--- src/usbsf_pkg.sv ---
// Purpose: shared constants for usb session control and endpoint buffer sizing
// Assumes: axi4-lite register access, 32-bit data, one word per register
// Notes: offsets are byte addresses of aligned words
package usbsf_pkg;
  // ********************************************************************
  // register offsets
  // ********************************************************************
  localparam logic [7:0] USBSF_CONTROL_OFF = 8'h00;
  localparam logic [7:0] USBSF_INDEX_OFF = 8'h04;
  localparam logic [7:0] USBSF_TXSZ_OFF = 8'h08;
  localparam logic [7:0] USBSF_RXSZ_OFF = 8'h0C;
  localparam logic [7:0] USBSF_TXSTART_OFF = 8'h10;
  localparam logic [7:0] USBSF_RXSTART_OFF = 8'h14;
  localparam logic [7:0] USBSF_TXBYTES_OFF = 8'h18;
  localparam logic [7:0] USBSF_RXBYTES_OFF = 8'h1C;
  // ********************************************************************
  // field positions
  // ********************************************************************
  localparam int USBSF_SESSION_BIT = 0;
  localparam int USBSF_HOST_BIT = 2;
  localparam int USBSF_LEVEL_LSB = 3;
  localparam int USBSF_BROLE_BIT = 7;
  localparam int USBSF_DOUBLE_BIT = 4;
  localparam int USBSF_START_W = 13;
  // ********************************************************************
  // reset values and fixed figures
  // ********************************************************************
  localparam logic [4:0] USBSF_SIZE_RST = 5'h00;
  localparam logic [12:0] USBSF_START_RST = 13'h0000;
  // 20 bits hold the largest buffer, code 15 with double buffering
  localparam logic [19:0] USBSF_EP0_BYTES = 20'h00040;
  localparam logic [12:0] USBSF_EP0_START = 13'h0000;
  localparam logic [2:0] USBSF_NUM_EP = 3'h4;
  localparam logic [1:0] USBSF_RESP_OKAY = 2'h0;
  localparam logic [1:0] USBSF_RESP_SLVERR = 2'h2;
  // ********************************************************************
  // session states
  // ********************************************************************
  typedef enum logic [1:0] {
    USBSF_IDLE = 2'b00,
    USBSF_REQUEST = 2'b01,
    USBSF_ACTIVE = 2'b10
  } usbsf_sess_type;
endpackage : usbsf_pkg

--- src/usbsf_level.sv ---
// Purpose: synchronise the comparator pins and encode the supply level code
// Assumes: comparators are monotonic (higher threshold implies lower ones)
// Notes: output is registered
`timescale 1ns/1ns
module usbsf_level
  import usbsf_pkg::*;
(
  // clock and reset
  input wire logic aclk,
  input wire logic aresetn,
  // comparator pins: session end, a valid, bus valid
  input wire logic [2:0] cmp_pins,
  // encoded level
  output logic [1:0] supply_level_code
);
  logic [2:0] meta_reg;
  logic [2:0] sync_reg;
  logic [1:0] code_next;
  // two-stage synchroniser, first stage read only by the second
  always_ff @(posedge aclk) begin
    if (!aresetn) begin
      meta_reg <= 3'h0;
      sync_reg <= 3'h0;
      supply_level_code <= 2'h0;
    end else begin
      meta_reg <= cmp_pins;
      sync_reg <= meta_reg;
      supply_level_code <= code_next;
    end
  end
  // priority encode, highest crossed threshold wins
  assign code_next = sync_reg[2] ? 2'h3 : sync_reg[1] ? 2'h2 : sync_reg[0] ? 2'h1 : 2'h0;
  a_level_code: assert property (@(posedge aclk) disable iff (!aresetn)
    (sync_reg == 3'h0) |=> (supply_level_code == 2'h0))
    else $error("level code not zero below session end");
  a_level_top: assert property (@(posedge aclk) disable iff (!aresetn)
    sync_reg[2] |=> (supply_level_code == 2'h3))
    else $error("level code not three above bus valid");
endmodule : usbsf_level

--- src/usbsf_top.sv ---
// Purpose: session control and per-endpoint buffer size registers on axi4-lite
// Assumes: bus master keeps valid and payload stable until ready
// Notes: one write and one read under way at a time
`timescale 1ns/1ns
module usbsf_top
  import usbsf_pkg::*;
(
  // clock and reset
  input wire logic aclk,
  input wire logic aresetn,
  // axi4-lite write address and data
  input wire logic [7:0] s_axi_awaddr,
  input wire logic s_axi_awvalid,
  output logic s_axi_awready,
  input wire logic [31:0] s_axi_wdata,
  input wire logic [3:0] s_axi_wstrb,
  input wire logic s_axi_wvalid,
  output logic s_axi_wready,
  // axi4-lite write response
  output logic [1:0] s_axi_bresp,
  output logic s_axi_bvalid,
  input wire logic s_axi_bready,
  // axi4-lite read
  input wire logic [7:0] s_axi_araddr,
  input wire logic s_axi_arvalid,
  output logic s_axi_arready,
  output logic [31:0] s_axi_rdata,
  output logic [1:0] s_axi_rresp,
  output logic s_axi_rvalid,
  input wire logic s_axi_rready,
  // bus-side status pins from the phy
  input wire logic [2:0] cmp_pins,
  input wire logic role_b_pin,
  input wire logic host_pin,
  input wire logic suspend_pin,
  input wire logic b_session_pin,
  // link control outputs
  output logic session_request,
  output logic soft_disconnect,
  output logic session_active
);
  // ********************************************************************
  // pin synchronisers
  // ********************************************************************
  logic [3:0] pin_meta_reg;
  logic [3:0] pin_sync_reg;
  logic [1:0] supply_level_code;
  always_ff @(posedge aclk) begin
    if (!aresetn) begin
      pin_meta_reg <= 4'h0;
      pin_sync_reg <= 4'h0;
    end else begin
      pin_meta_reg <= {b_session_pin, suspend_pin, host_pin, role_b_pin};
      pin_sync_reg <= pin_meta_reg;
    end
  end
  wire b_role_flag = pin_sync_reg[0];
  wire acting_host_flag = pin_sync_reg[1];
  wire suspended = pin_sync_reg[2];
  wire b_session = pin_sync_reg[3];
  usbsf_level u_level (
    .aclk(aclk),
    .aresetn(aresetn),
    .cmp_pins(cmp_pins),
    .supply_level_code(supply_level_code)
  );
  // ********************************************************************
  // axi4-lite handshake
  // ********************************************************************
  logic aw_hold_reg;
  logic w_hold_reg;
  logic [7:0] aw_addr_reg;
  logic [31:0] w_data_reg;
  logic [3:0] w_strb_reg;
  logic bvalid_reg;
  logic [1:0] bresp_reg;
  logic rvalid_reg;
  logic [1:0] rresp_reg;
  logic [31:0] rdata_reg;
  // accept each channel once per transaction, in either order
  assign s_axi_awready = !aw_hold_reg && !bvalid_reg;
  assign s_axi_wready = !w_hold_reg && !bvalid_reg;
  assign s_axi_arready = !rvalid_reg;
  assign s_axi_bvalid = bvalid_reg;
  assign s_axi_bresp = bresp_reg;
  assign s_axi_rvalid = rvalid_reg;
  assign s_axi_rresp = rresp_reg;
  assign s_axi_rdata = rdata_reg;
  wire aw_fire = s_axi_awvalid && s_axi_awready;
  wire w_fire = s_axi_wvalid && s_axi_wready;
  wire ar_fire = s_axi_arvalid && s_axi_arready;
  wire aw_have = aw_hold_reg || aw_fire;
  wire w_have = w_hold_reg || w_fire;
  wire wr_go = aw_have && w_have;
  wire [7:0] wr_addr = aw_hold_reg ? aw_addr_reg : s_axi_awaddr;
  wire [31:0] wr_data = w_hold_reg ? w_data_reg : s_axi_wdata;
  wire [3:0] wr_strb = w_hold_reg ? w_strb_reg : s_axi_wstrb;
  always_ff @(posedge aclk) begin
    if (!aresetn) begin
      aw_hold_reg <= 1'b0;
      w_hold_reg <= 1'b0;
      aw_addr_reg <= 8'h00;
      w_data_reg <= 32'h0000_0000;
      w_strb_reg <= 4'h0;
    end else begin
      aw_hold_reg <= aw_have && !wr_go;
      w_hold_reg <= w_have && !wr_go;
      if (aw_fire) begin
        aw_addr_reg <= s_axi_awaddr;
      end
      if (w_fire) begin
        w_data_reg <= s_axi_wdata;
        w_strb_reg <= s_axi_wstrb;
      end
    end
  end
  // ********************************************************************
  // register decode
  // ********************************************************************
  function automatic logic usbsf_hit(input logic [7:0] addr, input logic [7:0] off);
    usbsf_hit = (addr[7:2] == off[7:2]);
  endfunction : usbsf_hit
  // bytes of a buffer: 2^(m+3), doubled when double buffering is on
  // shift amount is five bits so code 15 plus the double bit cannot wrap
  function automatic logic [19:0] usbsf_bytes(input logic [4:0] cfg);
    usbsf_bytes = 20'h00008 << ({1'b0, cfg[3:0]} + {4'h0, cfg[USBSF_DOUBLE_BIT]});
  endfunction : usbsf_bytes
  logic [2:0] index_reg;
  logic [4:0] tx_size_reg [1:4];
  logic [4:0] rx_size_reg [1:4];
  logic [12:0] tx_start_reg [1:4];
  logic [12:0] rx_start_reg [1:4];
  logic session_reg;
  usbsf_sess_type sess_reg;
  usbsf_sess_type sess_next;
  // endpoint zero and out-of-range indices see the fixed buffer
  wire idx_cfg = (index_reg != 3'h0) && (index_reg <= USBSF_NUM_EP);
  wire [2:0] idx = idx_cfg ? index_reg : 3'h1;
  wire b0 = wr_strb[0];
  wire b1 = wr_strb[1];
  wire wr_dev = wr_go && usbsf_hit(wr_addr, USBSF_CONTROL_OFF) && b0;
  wire wr_idx = wr_go && usbsf_hit(wr_addr, USBSF_INDEX_OFF) && b0;
  wire wr_txsz = wr_go && usbsf_hit(wr_addr, USBSF_TXSZ_OFF) && b0 && idx_cfg;
  wire wr_rxsz = wr_go && usbsf_hit(wr_addr, USBSF_RXSZ_OFF) && b0 && idx_cfg;
  wire wr_txst = wr_go && usbsf_hit(wr_addr, USBSF_TXSTART_OFF) && idx_cfg;
  wire wr_rxst = wr_go && usbsf_hit(wr_addr, USBSF_RXSTART_OFF) && idx_cfg;
  wire wr_known = (wr_addr[7:2] <= USBSF_RXBYTES_OFF[7:2]);
  wire [12:0] st_wr_val = {b1 ? wr_data[12:8] : 5'h00, b0 ? wr_data[7:0] : 8'h00};
  wire [4:0] cur_tx_size = idx_cfg ? tx_size_reg[idx] : USBSF_SIZE_RST;
  wire [4:0] cur_rx_size = idx_cfg ? rx_size_reg[idx] : USBSF_SIZE_RST;
  wire [12:0] cur_tx_start = idx_cfg ? tx_start_reg[idx] : USBSF_EP0_START;
  wire [12:0] cur_rx_start = idx_cfg ? rx_start_reg[idx] : USBSF_EP0_START;
  wire [19:0] cur_tx_bytes = idx_cfg ? usbsf_bytes(cur_tx_size) : USBSF_EP0_BYTES;
  wire [19:0] cur_rx_bytes = idx_cfg ? usbsf_bytes(cur_rx_size) : USBSF_EP0_BYTES;
  wire [7:0] ctrl_val = {b_role_flag, 2'b00, supply_level_code, acting_host_flag, 1'b0,
                         session_reg};
  // ********************************************************************
  // endpoint size and start registers
  // ********************************************************************
  always_ff @(posedge aclk) begin
    if (!aresetn) begin
      index_reg <= 3'h0;
      for (int i = 1; i <= 4; i++) begin
        tx_size_reg[i] <= USBSF_SIZE_RST;
        rx_size_reg[i] <= USBSF_SIZE_RST;
        tx_start_reg[i] <= USBSF_START_RST;
        rx_start_reg[i] <= USBSF_START_RST;
      end
    end else begin
      if (wr_idx) index_reg <= wr_data[2:0];
      if (wr_txsz) tx_size_reg[idx] <= wr_data[4:0];
      if (wr_rxsz) rx_size_reg[idx] <= wr_data[4:0];
      if (wr_txst) tx_start_reg[idx] <= st_wr_val;
      if (wr_rxst) rx_start_reg[idx] <= st_wr_val;
    end
  end
  // ********************************************************************
  // session control
  // ********************************************************************
  // software set and clear only count in the a role, disconnect writes in both; b role follows the link
  wire sw_set = wr_dev && !b_role_flag && wr_data[USBSF_SESSION_BIT] && !session_reg;
  wire sw_clr = wr_dev && !b_role_flag && !wr_data[USBSF_SESSION_BIT] && session_reg;
  wire sw_disc = wr_dev && suspended && !wr_data[USBSF_SESSION_BIT] && session_reg;
  wire session_next = b_role_flag ? b_session : ((session_reg || sw_set) && !sw_clr);
  always_comb begin
    sess_next = sess_reg;
    case (sess_reg)
      USBSF_IDLE: if (sw_set) sess_next = USBSF_REQUEST;
      USBSF_REQUEST: begin
        if (sw_clr || sw_disc || !session_next) sess_next = USBSF_IDLE; // bit lost, stop asking
        else if (supply_level_code == 2'h3) sess_next = USBSF_ACTIVE;
      end
      USBSF_ACTIVE: if (!session_next) sess_next = USBSF_IDLE;
      default: sess_next = USBSF_IDLE;
    endcase
  end
  always_ff @(posedge aclk) begin
    if (!aresetn) begin
      session_reg <= 1'b0;
      sess_reg <= USBSF_IDLE;
      session_request <= 1'b0;
      soft_disconnect <= 1'b0;
      session_active <= 1'b0;
    end else begin
      session_reg <= session_next;
      sess_reg <= sess_next;
      session_request <= (sess_next == USBSF_REQUEST);
      soft_disconnect <= sw_disc;
      session_active <= session_next;
    end
  end
  // ********************************************************************
  // responses
  // ********************************************************************
  logic [31:0] rd_val;
  wire [7:0] ra = s_axi_araddr;
  wire rd_known = (ra[7:2] <= USBSF_RXBYTES_OFF[7:2]);
  assign rd_val = usbsf_hit(ra, USBSF_CONTROL_OFF) ? {24'h0, ctrl_val} :
                  usbsf_hit(ra, USBSF_INDEX_OFF) ? {29'h0, index_reg} :
                  usbsf_hit(ra, USBSF_TXSZ_OFF) ? {27'h0, cur_tx_size} :
                  usbsf_hit(ra, USBSF_RXSZ_OFF) ? {27'h0, cur_rx_size} :
                  usbsf_hit(ra, USBSF_TXSTART_OFF) ? {19'h0, cur_tx_start} :
                  usbsf_hit(ra, USBSF_RXSTART_OFF) ? {19'h0, cur_rx_start} :
                  usbsf_hit(ra, USBSF_TXBYTES_OFF) ? {12'h0, cur_tx_bytes} :
                  usbsf_hit(ra, USBSF_RXBYTES_OFF) ? {12'h0, cur_rx_bytes} : 32'h0000_0000;
  always_ff @(posedge aclk) begin
    if (!aresetn) begin
      bvalid_reg <= 1'b0;
      bresp_reg <= USBSF_RESP_OKAY;
      rvalid_reg <= 1'b0;
      rresp_reg <= USBSF_RESP_OKAY;
      rdata_reg <= 32'h0000_0000;
    end else begin
      if (wr_go) begin
        bvalid_reg <= 1'b1;
        bresp_reg <= wr_known ? USBSF_RESP_OKAY : USBSF_RESP_SLVERR;
      end else if (s_axi_bready) begin
        bvalid_reg <= 1'b0;
      end
      if (ar_fire) begin
        rvalid_reg <= 1'b1;
        rdata_reg <= rd_val;
        rresp_reg <= rd_known ? USBSF_RESP_OKAY : USBSF_RESP_SLVERR;
      end else if (s_axi_rready) begin
        rvalid_reg <= 1'b0;
      end
    end
  end
  // ********************************************************************
  // checks
  // ********************************************************************
  a_host_flag: assert property (@(posedge aclk) disable iff (!aresetn)
    ar_fire && usbsf_hit(ra, USBSF_CONTROL_OFF) |=>
      s_axi_rdata[USBSF_HOST_BIT] == $past(host_pin, 3))
    else $error("host flag read mismatch");
  a_b_follow: assert property (@(posedge aclk) disable iff (!aresetn)
    b_role_flag |=> session_reg == $past(b_session))
    else $error("b role session does not follow link");
  a_a_clear: assert property (@(posedge aclk) disable iff (!aresetn)
    sw_clr |=> !session_reg)
    else $error("a role session not cleared");
  a_srp_start: assert property (@(posedge aclk) disable iff (!aresetn)
    sw_set |=> session_request && session_reg)
    else $error("session request not started");
  // two writes can never complete on adjacent edges, so the pulse must end
  a_soft_disc: assert property (@(posedge aclk) disable iff (!aresetn)
    sw_disc |=> soft_disconnect ##1 !soft_disconnect)
    else $error("disconnect pulse missing");
  a_ep0_fixed: assert property (@(posedge aclk) disable iff (!aresetn)
    ar_fire && !idx_cfg && usbsf_hit(ra, USBSF_TXBYTES_OFF) |=>
      s_axi_rdata == {12'h000, USBSF_EP0_BYTES})
    else $error("endpoint zero buffer not fixed");
  a_size_calc: assert property (@(posedge aclk) disable iff (!aresetn)
    idx_cfg && cur_tx_size == 5'h12 |-> cur_tx_bytes == 20'h00040)
    else $error("double buffer size wrong");
  a_index_keep: assert property (@(posedge aclk) disable iff (!aresetn)
    wr_txsz |=> tx_size_reg[$past(idx)] == $past(wr_data[4:0]))
    else $error("indexed size not stored");
  c_b_session: cover property (@(posedge aclk) disable iff (!aresetn) b_role_flag && session_reg);
  c_srp: cover property (@(posedge aclk) disable iff (!aresetn) sess_reg == USBSF_ACTIVE);
  c_disc: cover property (@(posedge aclk) disable iff (!aresetn) soft_disconnect);
  c_double: cover property (@(posedge aclk) disable iff (!aresetn)
    wr_rxsz && wr_data[USBSF_DOUBLE_BIT]);
endmodule : usbsf_top
--- config.mk ---
export PLATFORM = sky130hd
export DESIGN_NAME = usbsf_top
export DESIGN_NICKNAME = d
export VERILOG_FILES = /design/src/usbsf_pkg.sv /design/src/usbsf_level.sv /design/src/usbsf_top.sv
export SDC_FILE = /design/constraint.sdc
export NUM_CORES = 1
export LEC_CHECK = 0
export BUFFER_PORTS_ARGS = -buffer_cell sky130_fd_sc_hd__buf_2
export CORE_UTILIZATION = 51
export DETAILED_ROUTE_END_ITERATION = 12
export GPL_ROUTABILITY_DRIVEN = 0
export HOLD_SLACK_MARGIN = 0.08
export PLACE_DENSITY_LB_ADDON = 0.2
export SLEW_MARGIN = 40
export SYNTH_ARGS = -nofsm -noshare
export SYNTH_HDL_FRONTEND = slang
export SYNTH_SLANG_ARGS = --single-unit
--- constraint.sdc ---
create_clock -name aclk -period 4.82 [get_ports aclk]
set_input_delay 0.241 -clock aclk [delete_from_list [all_inputs] [get_ports aclk]]
set_output_delay 0.241 -clock aclk [all_outputs]
set_load 0.05 [all_outputs]
==> results of run 1 <==
[layer usage]
layer | GRT usage, % | vias up | share of wire [%]
met2 | 42.2 | 617 | 46
met5 | 0 | - | 0.030
li1 | - | 5241 | -
met4 | 12.6 | 2 | 3.8
met3 | 7.27 | 117 | 10
met1 | 37.0 | 5538 | 40
[worst max-delay path, stage by stage, from the launching register on]
cell and delay (ns):
dfxtp_1 0.51, nor2_1 0.08, ha_2 0.33, inv_1 0.55
nand3_1 0.32, o211ai_1 0.31, nor2_1 0.07, ha_1 0.21
ha_1 0.34, nor3_1 0.50, nand2_1 0.09, or2_2 0.28
a311oi_1 0.27
[stage by stage]
step	utilization [%]	hold WS, ns	cell area, µm²	instances	setup WS (ns)
4_1_cts	59.4	0.103	18200	1905	0.885
3_5_place_dp	54.3	0.419	16600	1806	0.918
6_report	59.4	0.116	18200	1905	0.861
2_1_floorplan	-	0.341	15900	1397	0.817
5_1_grt	59.4	0.150	18200	1905	0.547
3_3_place_gp	54.3	0.415	16600	1806	1.02
[power by group through the flow]
stage               Sequential (W)  Clock, W  Combinational [W]
global route               0.00346   0.00304           0.000469
finish                     0.00345   0.00289           0.000438
global placement           0.00351         0           0.000407
detailed placement         0.00352         0           0.000412
CTS                        0.00345   0.00292           0.000433
floorplan                  0.00352         0           0.000257
[worst paths after layout]
path | startpoint | end | slack (ns) | depth (start not counted)
setup / recovery | index_reg[1] | s_axi_rdata[19] | 0.86 | 12
hold / removal | s_axi_araddr[5] | s_axi_rresp[1] | 0.12 | 3
setup reg to reg | index_reg[1] | s_axi_rdata[19] | 0.86 | 12
hold reg to reg | pin_meta_reg[2] | pin_sync_reg[2] | 0.43 | 1
[cells by family (layout without fill, tap and decap cells)]
kind of cell	count (synthesis)	count (layout)
simple gates	582	582
flops	359	359
compound gates	229	229
buf+inv	133	245
mux	73	73
fa+ha+maj	5	5
xor+xnor	2	2
other cells	1	14
[layout make-up]
type	instances	share of cell area [%]
Inverter	37	0.764
Clock buffer	53	6.18
Tap cell	396	2.73
Clock inverter	14	0.647
Sequential cell	359	55.4
Multi-Input combinational cell	905	28.9
Timing Repair Buffer	141	5.37
[cells in the mapped netlist, drive strengths merged, types with 12 or more instances]
cell type | instances | area [µm²]
dfxtp | 71 | 1420
and2 | 19 | 119
nor2 | 241 | 905
mux2i | 36 | 360
a31oi | 32 | 200
inv | 36 | 135
a21oi | 55 | 275
clkbuf | 51 | 191
mux2 | 12 | 135
edfxtp | 288 | 8650
nand2 | 198 | 743
nand3 | 28 | 140
a211oi | 14 | 110
o22ai | 16 | 100
o21ai | 26 | 130
mux4 | 25 | 563
nor3 | 39 | 195
buf | 45 | 269
[what timing repair did]
item / CTS / global route
endpoints found under the hold margin: 31 / 0
setup endpoints to repair: 0 / 0
hold buffers: 32 / 0
==> run summary, run 1 <==
GLOBAL ROUTING
------------------------------------------------------------------------------------------
Initial antenna violation count .............................................            1
Congestion Overflow GR ......................................................            0
Number of global-route vias before repair ...................................        11000
Pin count of the biggest net entering global routing ........................           70
Global-route usage over all layers ..........................................        27.6%
Global-route wire length before repair ......................................     64500 µm

POWER AND IR DROP
------------------------------------------------------------------------------------------
Static Leakage ..............................................................      6.59 nW
Highest ir drop seen on vdd .................................................     0.243 mV
Pwr Density .................................................................   373 nW/µm²
Fraction of power consumed by combinational cells ...........................         6.5%
Clock power share ...........................................................        42.7%
Switching power .............................................................    0.00151 W
PnR Total Power .............................................................    0.00678 W
Internal portion of total power .............................................    0.00527 W
Proportion of total power due to net switching ..............................        22.3%
Power share of the sequential group .........................................        50.9%

TIMING
------------------------------------------------------------------------------------------
Setup repair after global routing missed its margin .........................           no
Final Hold Viols ............................................................            0
Setup Viol. Count Final .....................................................            0
Accumulated negative setup slack ............................................         0 ns
Transition time at the pin with the least slew margin .......................     0.873 ns
Max frequency ...............................................................      253 MHz
Number of slew-limit violations in the final report .........................            0
Portion of the clock cycle consumed by the worst path in the final layout ...        82.1%
Final clock skew ............................................................    0.0233 ns
Minimum period implied by the final worst setup slack .......................      3.96 ns
Worst-case headroom to the max-slew limit ...................................        41.2%

CLOCK TREE
------------------------------------------------------------------------------------------
Worst skew pair latency .....................................................      0.54 ns
Number of post-CTS setup repair buffers .....................................            0
Clk slew on worst S/H paths .................................................      0.06 ns
Num CTS Buffers .............................................................           38
Sinks on Clock Net ..........................................................          359
Number of H-tree branching levels ...........................................            2
Total of cells resized after clock tree synthesis ...........................            0
CTS Root Buffer Type ........................................................    clkbuf_16
Maximum buffer depth of the clock tree ......................................            3
CTS tree ....................................................................        built

SYNTHESIS
------------------------------------------------------------------------------------------
Simple-gate share of the synthesized area ...................................        15.7%
Top FF cell, synth ..........................................................     edfxtp_1
Cell count after synthesis ..................................................         1384
Total standard cell area after synthesis ....................................    15800 µm²
Synthesized-area fraction occupied by ao, oa, aoi and oai cells .............        9.78%
Register bit total from synthesis ...........................................          359
Seq/Total Area, Yosys .......................................................        63.6%
Main combinational cell family by area after synthesis ...................... simple AND/OR/NAND/NOR gates
Share of synthesized cell area in full adder, half adder and majority cells .       0.395%
Post-Synthesis Mean Instance Area ...........................................     11.4 µm²
Count of different cell masters after synthesis .............................           71
Fraction of registers with async set or reset after synthesis ...............           0%
Fraction of synthesized cell area in xor and xnor cells .....................       0.111%
Ys Warns ....................................................................            0
Fraction of synthesized area in multiplexers ................................        6.68%
Number of flops mapped to enable cells by yosys .............................          288

CRITICAL PATH
------------------------------------------------------------------------------------------
Crit path DAT ...............................................................      4.40 ns
Required time reported for the critical path endpoint .......................      5.26 ns
Max Fanout on Critical Path .................................................           21
Critical Path Source Type ...................................................         flop
Type of destination of the critical path ....................................         flop
Type of the worst setup path ................................................   reg -> reg

LAYOUT
------------------------------------------------------------------------------------------
Number of nets in the layout ................................................         1553
Share of post-route cells with drive strength above 1 .......................        14.0%
Most common library cell in the layout ignoring fill and taps ...............     edfxtp_1
Area of the multi-input gates ...............................................     5250 µm²
Register area ...............................................................    10100 µm²
Layout overhead on the synthesized area .....................................        14.7%
# fillers ...................................................................         2474
Antenna cells ...............................................................            0
Most frequent cells in the layout ........................................... 288 x edfxtp_1, 240 x nor2_1, 198 x nand2_1

PLACED DESIGN
------------------------------------------------------------------------------------------
HPWL after DPL ..............................................................     27700 µm
IO buf count ................................................................           70

ROUTING
------------------------------------------------------------------------------------------
Initial drt markers .........................................................         1344
Drt pass-1 iters ............................................................            5
Via count of the routed design ..............................................        11500
Count of nets left with antenna violations after detail routing .............            0
Detail-routed via count per cell ............................................         6.04
Wire length per cell after detailed routing .................................      22.6 µm
Routed wire length ..........................................................     43100 µm
DRC violation count after routing ...........................................            0

FLOORPLANNING
------------------------------------------------------------------------------------------
Initial Util ................................................................        51.8%
Die outline width ...........................................................       178 µm
Full die area ...............................................................    31800 µm²
Height of the die ...........................................................       178 µm
Row cnt .....................................................................           64
Number of ports placed on the die boundary ..................................          110
Core region area ............................................................    30600 µm²

HOLD PATH
------------------------------------------------------------------------------------------
Hold crit path type .........................................................    in -> reg

RUN STATUS
------------------------------------------------------------------------------------------
Result of the run ........................................................... complete, no violations

JOB
------------------------------------------------------------------------------------------
Number of max-cap violations ................................................            0

Note: power is estimated with default switching activity, not from simulation.
==> run 2, diff against run 1 <==
==> constraint.sdc (replaced) <==
create_clock -name aclk -period 3.2 [get_ports aclk]
set_input_delay 0.16 -clock aclk [delete_from_list [all_inputs] [get_ports aclk]]
set_output_delay 0.16 -clock aclk [all_outputs]
set_load 0.05 [all_outputs]
==> run 2 against run 1 <==
Against the previous run: sequential power is 51% higher; sequential cell count stayed put; register-to-register slack worse by 0.77 ns; largest cell class unchanged; final area is 4.0% higher; power is 49% higher; clock power is 45% higher; routed wire length is 3.5% higher; hold slack worse by 0.0051 ns; global-route usage is 0.82 points higher.
==> run summary, run 2 (synthesis gave the netlist of run 1 again) <==
RUN STATUS
----------------------------------------------------------------------------------------
Result of the run ......................................................... complete, no violations

GLOBAL ROUTING
----------------------------------------------------------------------------------------
Number of global-route vias before repair .................................        11200
Initial antenna violation count ...........................................            1
Global-route usage over all layers ........................................        28.5%
Global-route wire length before repair ....................................     66700 µm
Congestion Overflow GR ....................................................            0
Pin count of the biggest net entering global routing ......................           54

HOLD PATH
----------------------------------------------------------------------------------------
Hold crit path type .......................................................    in -> reg

POWER AND IR DROP
----------------------------------------------------------------------------------------
Static Leakage ............................................................      6.93 nW
Pwr Density ...............................................................   534 nW/µm²
Highest ir drop seen on vdd ...............................................     0.358 mV

CRITICAL PATH
----------------------------------------------------------------------------------------
Crit path DAT .............................................................      3.50 ns
Cell with the largest stage delay on the worst path .......................      dfxtp_2
Type of destination of the critical path ..................................         flop
Cell Chain, Critical Path ................................................. nor2_2 > ha_4 > or2_4 > buf_12 > a211oi_1 > o32ai_2 > buf_4 > nand2_1 > inv_1 > ha_4 > inv_2 > nor3_2 > a21oi_2 > nor2_2 > a22oi_1 > a211oi_1
Type of the worst setup path ..............................................   reg -> reg
Required time reported for the critical path endpoint .....................      3.59 ns
Critical Path Source Type .................................................         flop
Largest delay contributor family on the critical path ..................... compound AO/OA/AOI/OAI gates
Max Fanout on Critical Path ...............................................           18
Slowest Stage Delay on Critical Path ......................................      0.34 ns
Count of buffer and inverter cells on the critical path ...................            4

CLOCK TREE
----------------------------------------------------------------------------------------
Clk slew on worst S/H paths ...............................................      0.06 ns
CTS tree ..................................................................        built
Num CTS Buffers ...........................................................           38
Number of H-tree branching levels .........................................            2
CTS Root Buffer Type ......................................................    clkbuf_16
Worst skew pair latency ...................................................      0.53 ns
Maximum buffer depth of the clock tree ....................................            3
Sinks on Clock Net ........................................................          359

TIMING
----------------------------------------------------------------------------------------
Setup repair after global routing missed its margin .......................          yes
Worst hold margin .........................................................     0.111 ns
Setup Viol. Count Final ...................................................            0
Final clock skew ..........................................................    0.0124 ns
Worst-case headroom to the max-slew limit .................................        43.5%
Portion of the clock cycle consumed by the worst path in the final layout .        97.1%
Final Hold Viols ..........................................................            0
Number of slew-limit violations in the final report .......................            0
Max frequency .............................................................      322 MHz
Transition time at the pin with the least slew margin .....................     0.839 ns
Accumulated negative setup slack ..........................................         0 ns
Minimum period implied by the final worst setup slack .....................      3.11 ns

LAYOUT
----------------------------------------------------------------------------------------
Final core area utilization ...............................................        61.8%
Share of post-route cells with drive strength above 1 .....................        20.0%
Non-Filler Instances ......................................................         1978
Most frequent cells in the layout ......................................... 288 x edfxtp_1, 232 x nor2_1, 193 x nand2_1
Design area ...............................................................    18900 µm²
Most common library cell in the layout ignoring fill and taps .............     edfxtp_1
Antenna cells .............................................................            0
Layout overhead on the synthesized area ...................................        19.3%
Number of nets in the layout ..............................................         1624

FLOORPLANNING
----------------------------------------------------------------------------------------
Number of ports placed on the die boundary ................................          110
Height of the die .........................................................       178 µm
Die outline width .........................................................       178 µm
Row cnt ...................................................................           64
Initial Util ..............................................................        51.8%
Full die area .............................................................    31800 µm²
Core region area ..........................................................    30600 µm²

JOB
----------------------------------------------------------------------------------------
Number of max-cap violations ..............................................            0

ROUTING
----------------------------------------------------------------------------------------
Count of nets left with antenna violations after detail routing ...........            0
Detail-routed via count per cell ..........................................         6.02
Wire length per cell after detailed routing ...............................      22.6 µm
Via count of the routed design ............................................        11900
Routed wire length ........................................................     44700 µm
Initial drt markers .......................................................         1636
Drt pass-1 iters ..........................................................            5
DRC violation count after routing .........................................            0

PLACED DESIGN
----------------------------------------------------------------------------------------
HPWL after DPL ............................................................     30300 µm
Area after DPL ............................................................    17300 µm²
Post-Place Cells ..........................................................         1872
IO buf count ..............................................................           70

==> run 2: cell types whose count changed in the layout (fill, tap and decap cells not counted), sizes merged <==
cell,before,now
buf,109,179
inv,36,38
bufinv,2,1
clkinv,13,14
dlygate4sd3,32,33
==> run 2: layout make-up <==
cell class,instances,area (µm²)
Tap cell,396,495
Clock inverter,16,118
Inverter,37,139
Timing Repair Buffer,212,1570
Fill cell,2441,11700
Clock buffer,53,1060
Multi-Input combinational cell,905,5450
Sequential cell,359,10100
==> run 2: path summary, 6_finish.rpt <==
kind | slack (ns) | to | cells past startpoint | start
worst min register to register | 0.43 | u_level.sync_reg[2] | 1 | u_level.meta_reg[2]
worst min-delay path | 0.11 | s_axi_rdata[1] | 5 | s_axi_araddr[7]
worst max-delay path | 0.09 | s_axi_rdata[5] | 16 | index_reg[0]
worst max register to register | 0.09 | s_axi_rdata[5] | 16 | index_reg[0]
==> run 2: metrics by stage <==
| step | setup slack (ns) | total power [W] |
|---|---|---|
| after floorplan | -0.251 | 0.00570 |
| final | 0.0914 | 0.0101 |
| after detailed placement | 0.0815 | 0.00595 |
| after global placement | 0.178 | 0.00593 |
| after CTS | 0.0436 | 0.0101 |
| after global routing | -0.0485 | 0.0104 |
==> run 2: repair_timing <==
| action | in CTS | in global routing |
|---|---|---|
| resized for setup | 0 | 17 |
| buffers inserted | 0 | 4 |
| hold buffers | 33 | 0 |
| setup endpoints to repair | 0 | 13 |
| endpoints found under the hold margin | 31 | 0 |
==> run 2: power breakdown <==
group	leakage (nW)	internal, W	switching [W]
logic	2.96	0.000206	0.000484
registers	3.38	0.00515	0.0000505
clock network	0.586	0.00241	0.00179
total	6.93	0.00777	0.00233
==> run 2: routing by layer <==
| metal | wire length [µm] | track usage [%] |
|---|---|---|
| met3 | 4330 | 5.18 |
| met4 | 1160 | 8.76 |
| met1 | 18700 | 40.5 |
| met2 | 20500 | 44.4 |
| met5 | 13 | 0 |
==> run 2: worst register-to-register path: cells and delay by family, from the launching register on <==
kind | cells | cell delay, ns
compound gates | 5 | 1.05
buf+inv | 4 | 0.48
flops | 1 | 0.34
simple gates | 5 | 0.67
fa+ha+maj | 2 | 0.43
==> run 3, diff against run 2 <==
--- a/config.mk
+++ b/config.mk
@@ -5,6 +5,7 @@
 export SDC_FILE = /design/constraint.sdc
 export NUM_CORES = 1
 export LEC_CHECK = 0
+export ABC_AREA = 1
 export BUFFER_PORTS_ARGS = -buffer_cell sky130_fd_sc_hd__buf_2
 export CORE_UTILIZATION = 51
 export DETAILED_ROUTE_END_ITERATION = 12
==> run 3 against run 2 <==
Against the previous run: the run now ends with setup timing left; sequential power grew 0.8%; maximum frequency fell by 6.1%; largest power group unchanged; clock power increased by 6.4%.
==> run summary, run 3 <==
RUN STATUS
------------------------------------------------------------------------------------------
Result of the run ........................................................... complete, but fails checks
Failing checks .............................................................. setup timing

FLOORPLANNING
------------------------------------------------------------------------------------------
Die outline width ...........................................................       177 µm
Number of ports placed on the die boundary ..................................          110
Height of the die ...........................................................       177 µm
Initial Util ................................................................        52.2%
Full die area ...............................................................    31200 µm²
Row cnt .....................................................................           63
Core region area ............................................................    29800 µm²

PLACED DESIGN
------------------------------------------------------------------------------------------
IO buf count ................................................................           70
HPWL after DPL ..............................................................     29600 µm

CRITICAL PATH
------------------------------------------------------------------------------------------
Type of destination of the critical path ....................................         flop
Reg2Reg Capture Point ....................................................... s_axi_rdata[5]
Max Fanout on Critical Path .................................................            7
Type of the worst setup path ................................................   reg -> reg
Required time reported for the critical path endpoint .......................      3.68 ns
Critical Path Source Type ...................................................         flop
Slowest Stage Delay on Critical Path ........................................      0.45 ns
Crit path DAT ...............................................................      3.79 ns
Cell with the largest stage delay on the worst path .........................       nor3_1
Largest delay contributor family on the critical path ....................... simple AND/OR/NAND/NOR gates
Cell type with the highest occurrence count on the critical path ............         ha_4
Reg2reg path depth ..........................................................           18
Register-to-Register Setup Slack ............................................     -0.11 ns
Count of buffer and inverter cells on the critical path .....................            3
Startpoint of the worst register-to-register path ........................... index_reg[1]
Cell Chain, Critical Path ................................................... nor2_4 > ha_4 > nor2_4 > buf_4 > buf_4 > nand3_2 > o2111ai_1 > nor3_1 > ha_4 > ha_4 > inv_2 > nand2_2 > nand2_4 > nor3_4 > nand3_2 > o211ai_1 > nand2_1 > a21oi_1

POWER AND IR DROP
------------------------------------------------------------------------------------------
Static Leakage ..............................................................      7.29 nW
Pwr Density .................................................................   557 nW/µm²
PnR Total Power .............................................................     0.0105 W
Highest ir drop seen on vdd .................................................     0.488 mV

SYNTHESIS
------------------------------------------------------------------------------------------
Ys Warns ....................................................................            0
Fraction of synthesized area in multiplexers ................................           0%
Seq/Total Area, Yosys .......................................................        64.7%
Most frequent cells after synthesis ......................................... 288 x edfxtp_1, 281 x nor2_1, 270 x nand2_1
Share of synthesized cell area in full adder, half adder and majority cells .       0.402%
Cell count after synthesis ..................................................         1526
Top FF cell, synth ..........................................................     edfxtp_1
Most common cell in the netlist .............................................     edfxtp_1
Number of flops mapped to enable cells by yosys .............................          288
Main combinational cell family by area after synthesis ...................... simple AND/OR/NAND/NOR gates
Portion of synthesized cell area occupied by the leading cell type ..........        55.6%
Total standard cell area after synthesis ....................................    15600 µm²
Fraction of synthesized cell area in xor and xnor cells .....................           0%
Synthesized-area fraction occupied by ao, oa, aoi and oai cells .............        10.4%
Simple-gate share of the synthesized area ...................................        18.6%
Top cell type by total area after synthesis .................................     edfxtp_1
Post-Synthesis Mean Instance Area ...........................................     10.2 µm²
Fraction of registers with async set or reset after synthesis ...............           0%
Register bit total from synthesis ...........................................          359
Count of different cell masters after synthesis .............................           53
Dominant cells by area after synthesis ...................................... edfxtp_1 56%, dfxtp_1 9.1%, nor2_1 6.8%, nand2_1 6.5%, o22ai_1 3.2%

ROUTING
------------------------------------------------------------------------------------------
Wire length per cell after detailed routing .................................      21.4 µm
Via count of the routed design ..............................................        12300
Detail-routed via count per cell ............................................         5.76
Count of nets left with antenna violations after detail routing .............            0
DRC violation count after routing ...........................................            0
Initial drt markers .........................................................         1478
Drt pass-1 iters ............................................................            7
Routed wire length ..........................................................     45800 µm

TIMING
------------------------------------------------------------------------------------------
Worst-case headroom to the max-slew limit ...................................        46.6%
Minimum period implied by the final worst setup slack .......................      3.31 ns
Portion of the clock cycle consumed by the worst path in the final layout ...         104%
Max frequency ...............................................................      302 MHz
Transition time at the pin with the least slew margin .......................     0.798 ns
Number of slew-limit violations in the final report .........................            0
Setup Viol. Count Final .....................................................            6
Final clock skew ............................................................    0.0220 ns
Setup repair after global routing missed its margin .........................          yes
Accumulated negative setup slack ............................................    -0.277 ns
Final Hold Viols ............................................................            0
Setup WS post-layout ........................................................    -0.112 ns

HOLD PATH
------------------------------------------------------------------------------------------
Hold crit path type .........................................................    in -> reg
Min-Delay Startpoint ........................................................ s_axi_arvalid
WHS Endpoint ................................................................ s_axi_rdata[19]
WHS Path Cells ..............................................................            5

CLOCK TREE
------------------------------------------------------------------------------------------
Worst skew pair latency .....................................................      0.54 ns
Num CTS Buffers .............................................................           39
Number of H-tree branching levels ...........................................            2
Maximum buffer depth of the clock tree ......................................            3
Clk slew on worst S/H paths .................................................      0.06 ns
CTS Root Buffer Type ........................................................    clkbuf_16
CTS tree ....................................................................        built
Sinks on Clock Net ..........................................................          359

LAYOUT
------------------------------------------------------------------------------------------
Most frequent cells in the layout ........................................... 288 x edfxtp_1, 271 x nor2_1, 263 x nand2_1
Share of post-route cells with drive strength above 1 .......................        20.4%
Most common library cell in the layout ignoring fill and taps ...............     edfxtp_1
Antenna cells ...............................................................            0
Layout overhead on the synthesized area .....................................        21.2%
Number of nets in the layout ................................................         1795
Final core area utilization .................................................        63.3%

GLOBAL ROUTING
------------------------------------------------------------------------------------------
Number of global-route vias before repair ...................................        11700
Pin count of the biggest net entering global routing ........................           62
Global-route wire length before repair ......................................     67900 µm
Initial antenna violation count .............................................            0
Congestion Overflow GR ......................................................            0
Global-route usage over all layers ..........................................        29.2%

JOB
------------------------------------------------------------------------------------------
Number of max-cap violations ................................................            0

-- run 3: cell count changes after synthesis, moves of 32 or more --
cell     previous run  this run
o21ai_0            26        58
mux2i_1            36         0
nand2_1           198       270
nor2_1            241       281
nand3_1            28        70
inv_1              35       104
o22ai_1            16        79
-- run 3: cells by family (layout without fill, tap and decap cells) --
| group | after synthesis | after routing |
|---|---|---|
| other cells | 1 | 14 |
| fa+ha+maj | 5 | 5 |
| buf+inv | 207 | 420 |
| flops | 359 | 359 |
| simple gates | 690 | 690 |
| compound gates | 264 | 264 |
-- run 3: metrics by stage --
stage                     setup WS [ns]  cells  instance area (µm²)  hold WS (ns)
after floorplan                 -0.0580   1539                15600         0.258
after global placement           -0.189   2011                16700         0.346
after detailed placement         -0.261   2011                16700         0.348
after CTS                       0.00342   2129                18600         0.122
after global routing             -0.278   2142                18900         0.156
final                            -0.112   2142                18900         0.137
-- run 3: layout make-up --
class	instances	area (µm²)
timing repair inverter	1	7.51
fill	2331	10900
timing repair buffer	224	1650
inverter	126	478
multi-input combinational	973	4890
clock buffer	50	1040
tap	390	488
sequential	359	10100
clock inverter	19	236
-- run 3: worst max path at each step --
| stage | end | slack (ns) | cells past startpoint | start |
|---|---|---|---|---|
| after floorplan | s_axi_rdata[3] | -0.06 | 22 | index_reg[0] |
| after global placement | s_axi_rdata[5] | -0.19 | 20 | index_reg[0] |
| after detailed placement | s_axi_rdata[5] | -0.26 | 20 | index_reg[0] |
| after CTS | s_axi_rdata[12] | 0.003 | 20 | index_reg[1] |
| after global routing | s_axi_rdata[6] | -0.28 | 22 | index_reg[1] |
| final | s_axi_rdata[5] | -0.11 | 18 | index_reg[1] |
-- run 3: worst reg2reg max path: stages, from the launching register on --
cell	delay, ns
dfxtp_2	0.36
nor2_4	0.05
ha_4	0.28
nor2_4	0.06
buf_4	0.13
buf_4	0.12
nand3_2	0.17
o2111ai_1	0.14
nor3_1	0.45
ha_4	0.24
ha_4	0.15
inv_2	0.04
nand2_2	0.07
nand2_4	0.08
nor3_4	0.23
nand3_2	0.12
o211ai_1	0.33
nand2_1	0.10
a21oi_1	0.12
-- run 3: repair_timing --
| action | in CTS | in global routing |
|---|---|---|
| endpoints found under the hold margin | 32 | 0 |
| setup buffers | 8 | 13 |
| hold buffers | 40 | 0 |
| pin swaps | 12 | 41 |
| cloned | 1 | 0 |
| gates resized for setup | 18 | 49 |
| setup endpoints to repair | 17 | 19 |
-- run 3: per-layer routing --
layer / up-vias / routed length, µm / global-route usage (%)
met5: - / 0 / 0
met2: 647 / 21800 / 47.5
met1: 5915 / 17800 / 39.1
li1: 5649 / - / -
met3: 130 / 4520 / 4.88
met4: 0 / 1730 / 11.3
-- run 3: where the power goes --
part	internal [W]	switching [W]	total [W]
clock	0.00263	0.00184	0.00447
sequential	0.00519	0.0000485	0.00524
combinational	0.000205	0.000590	0.000795
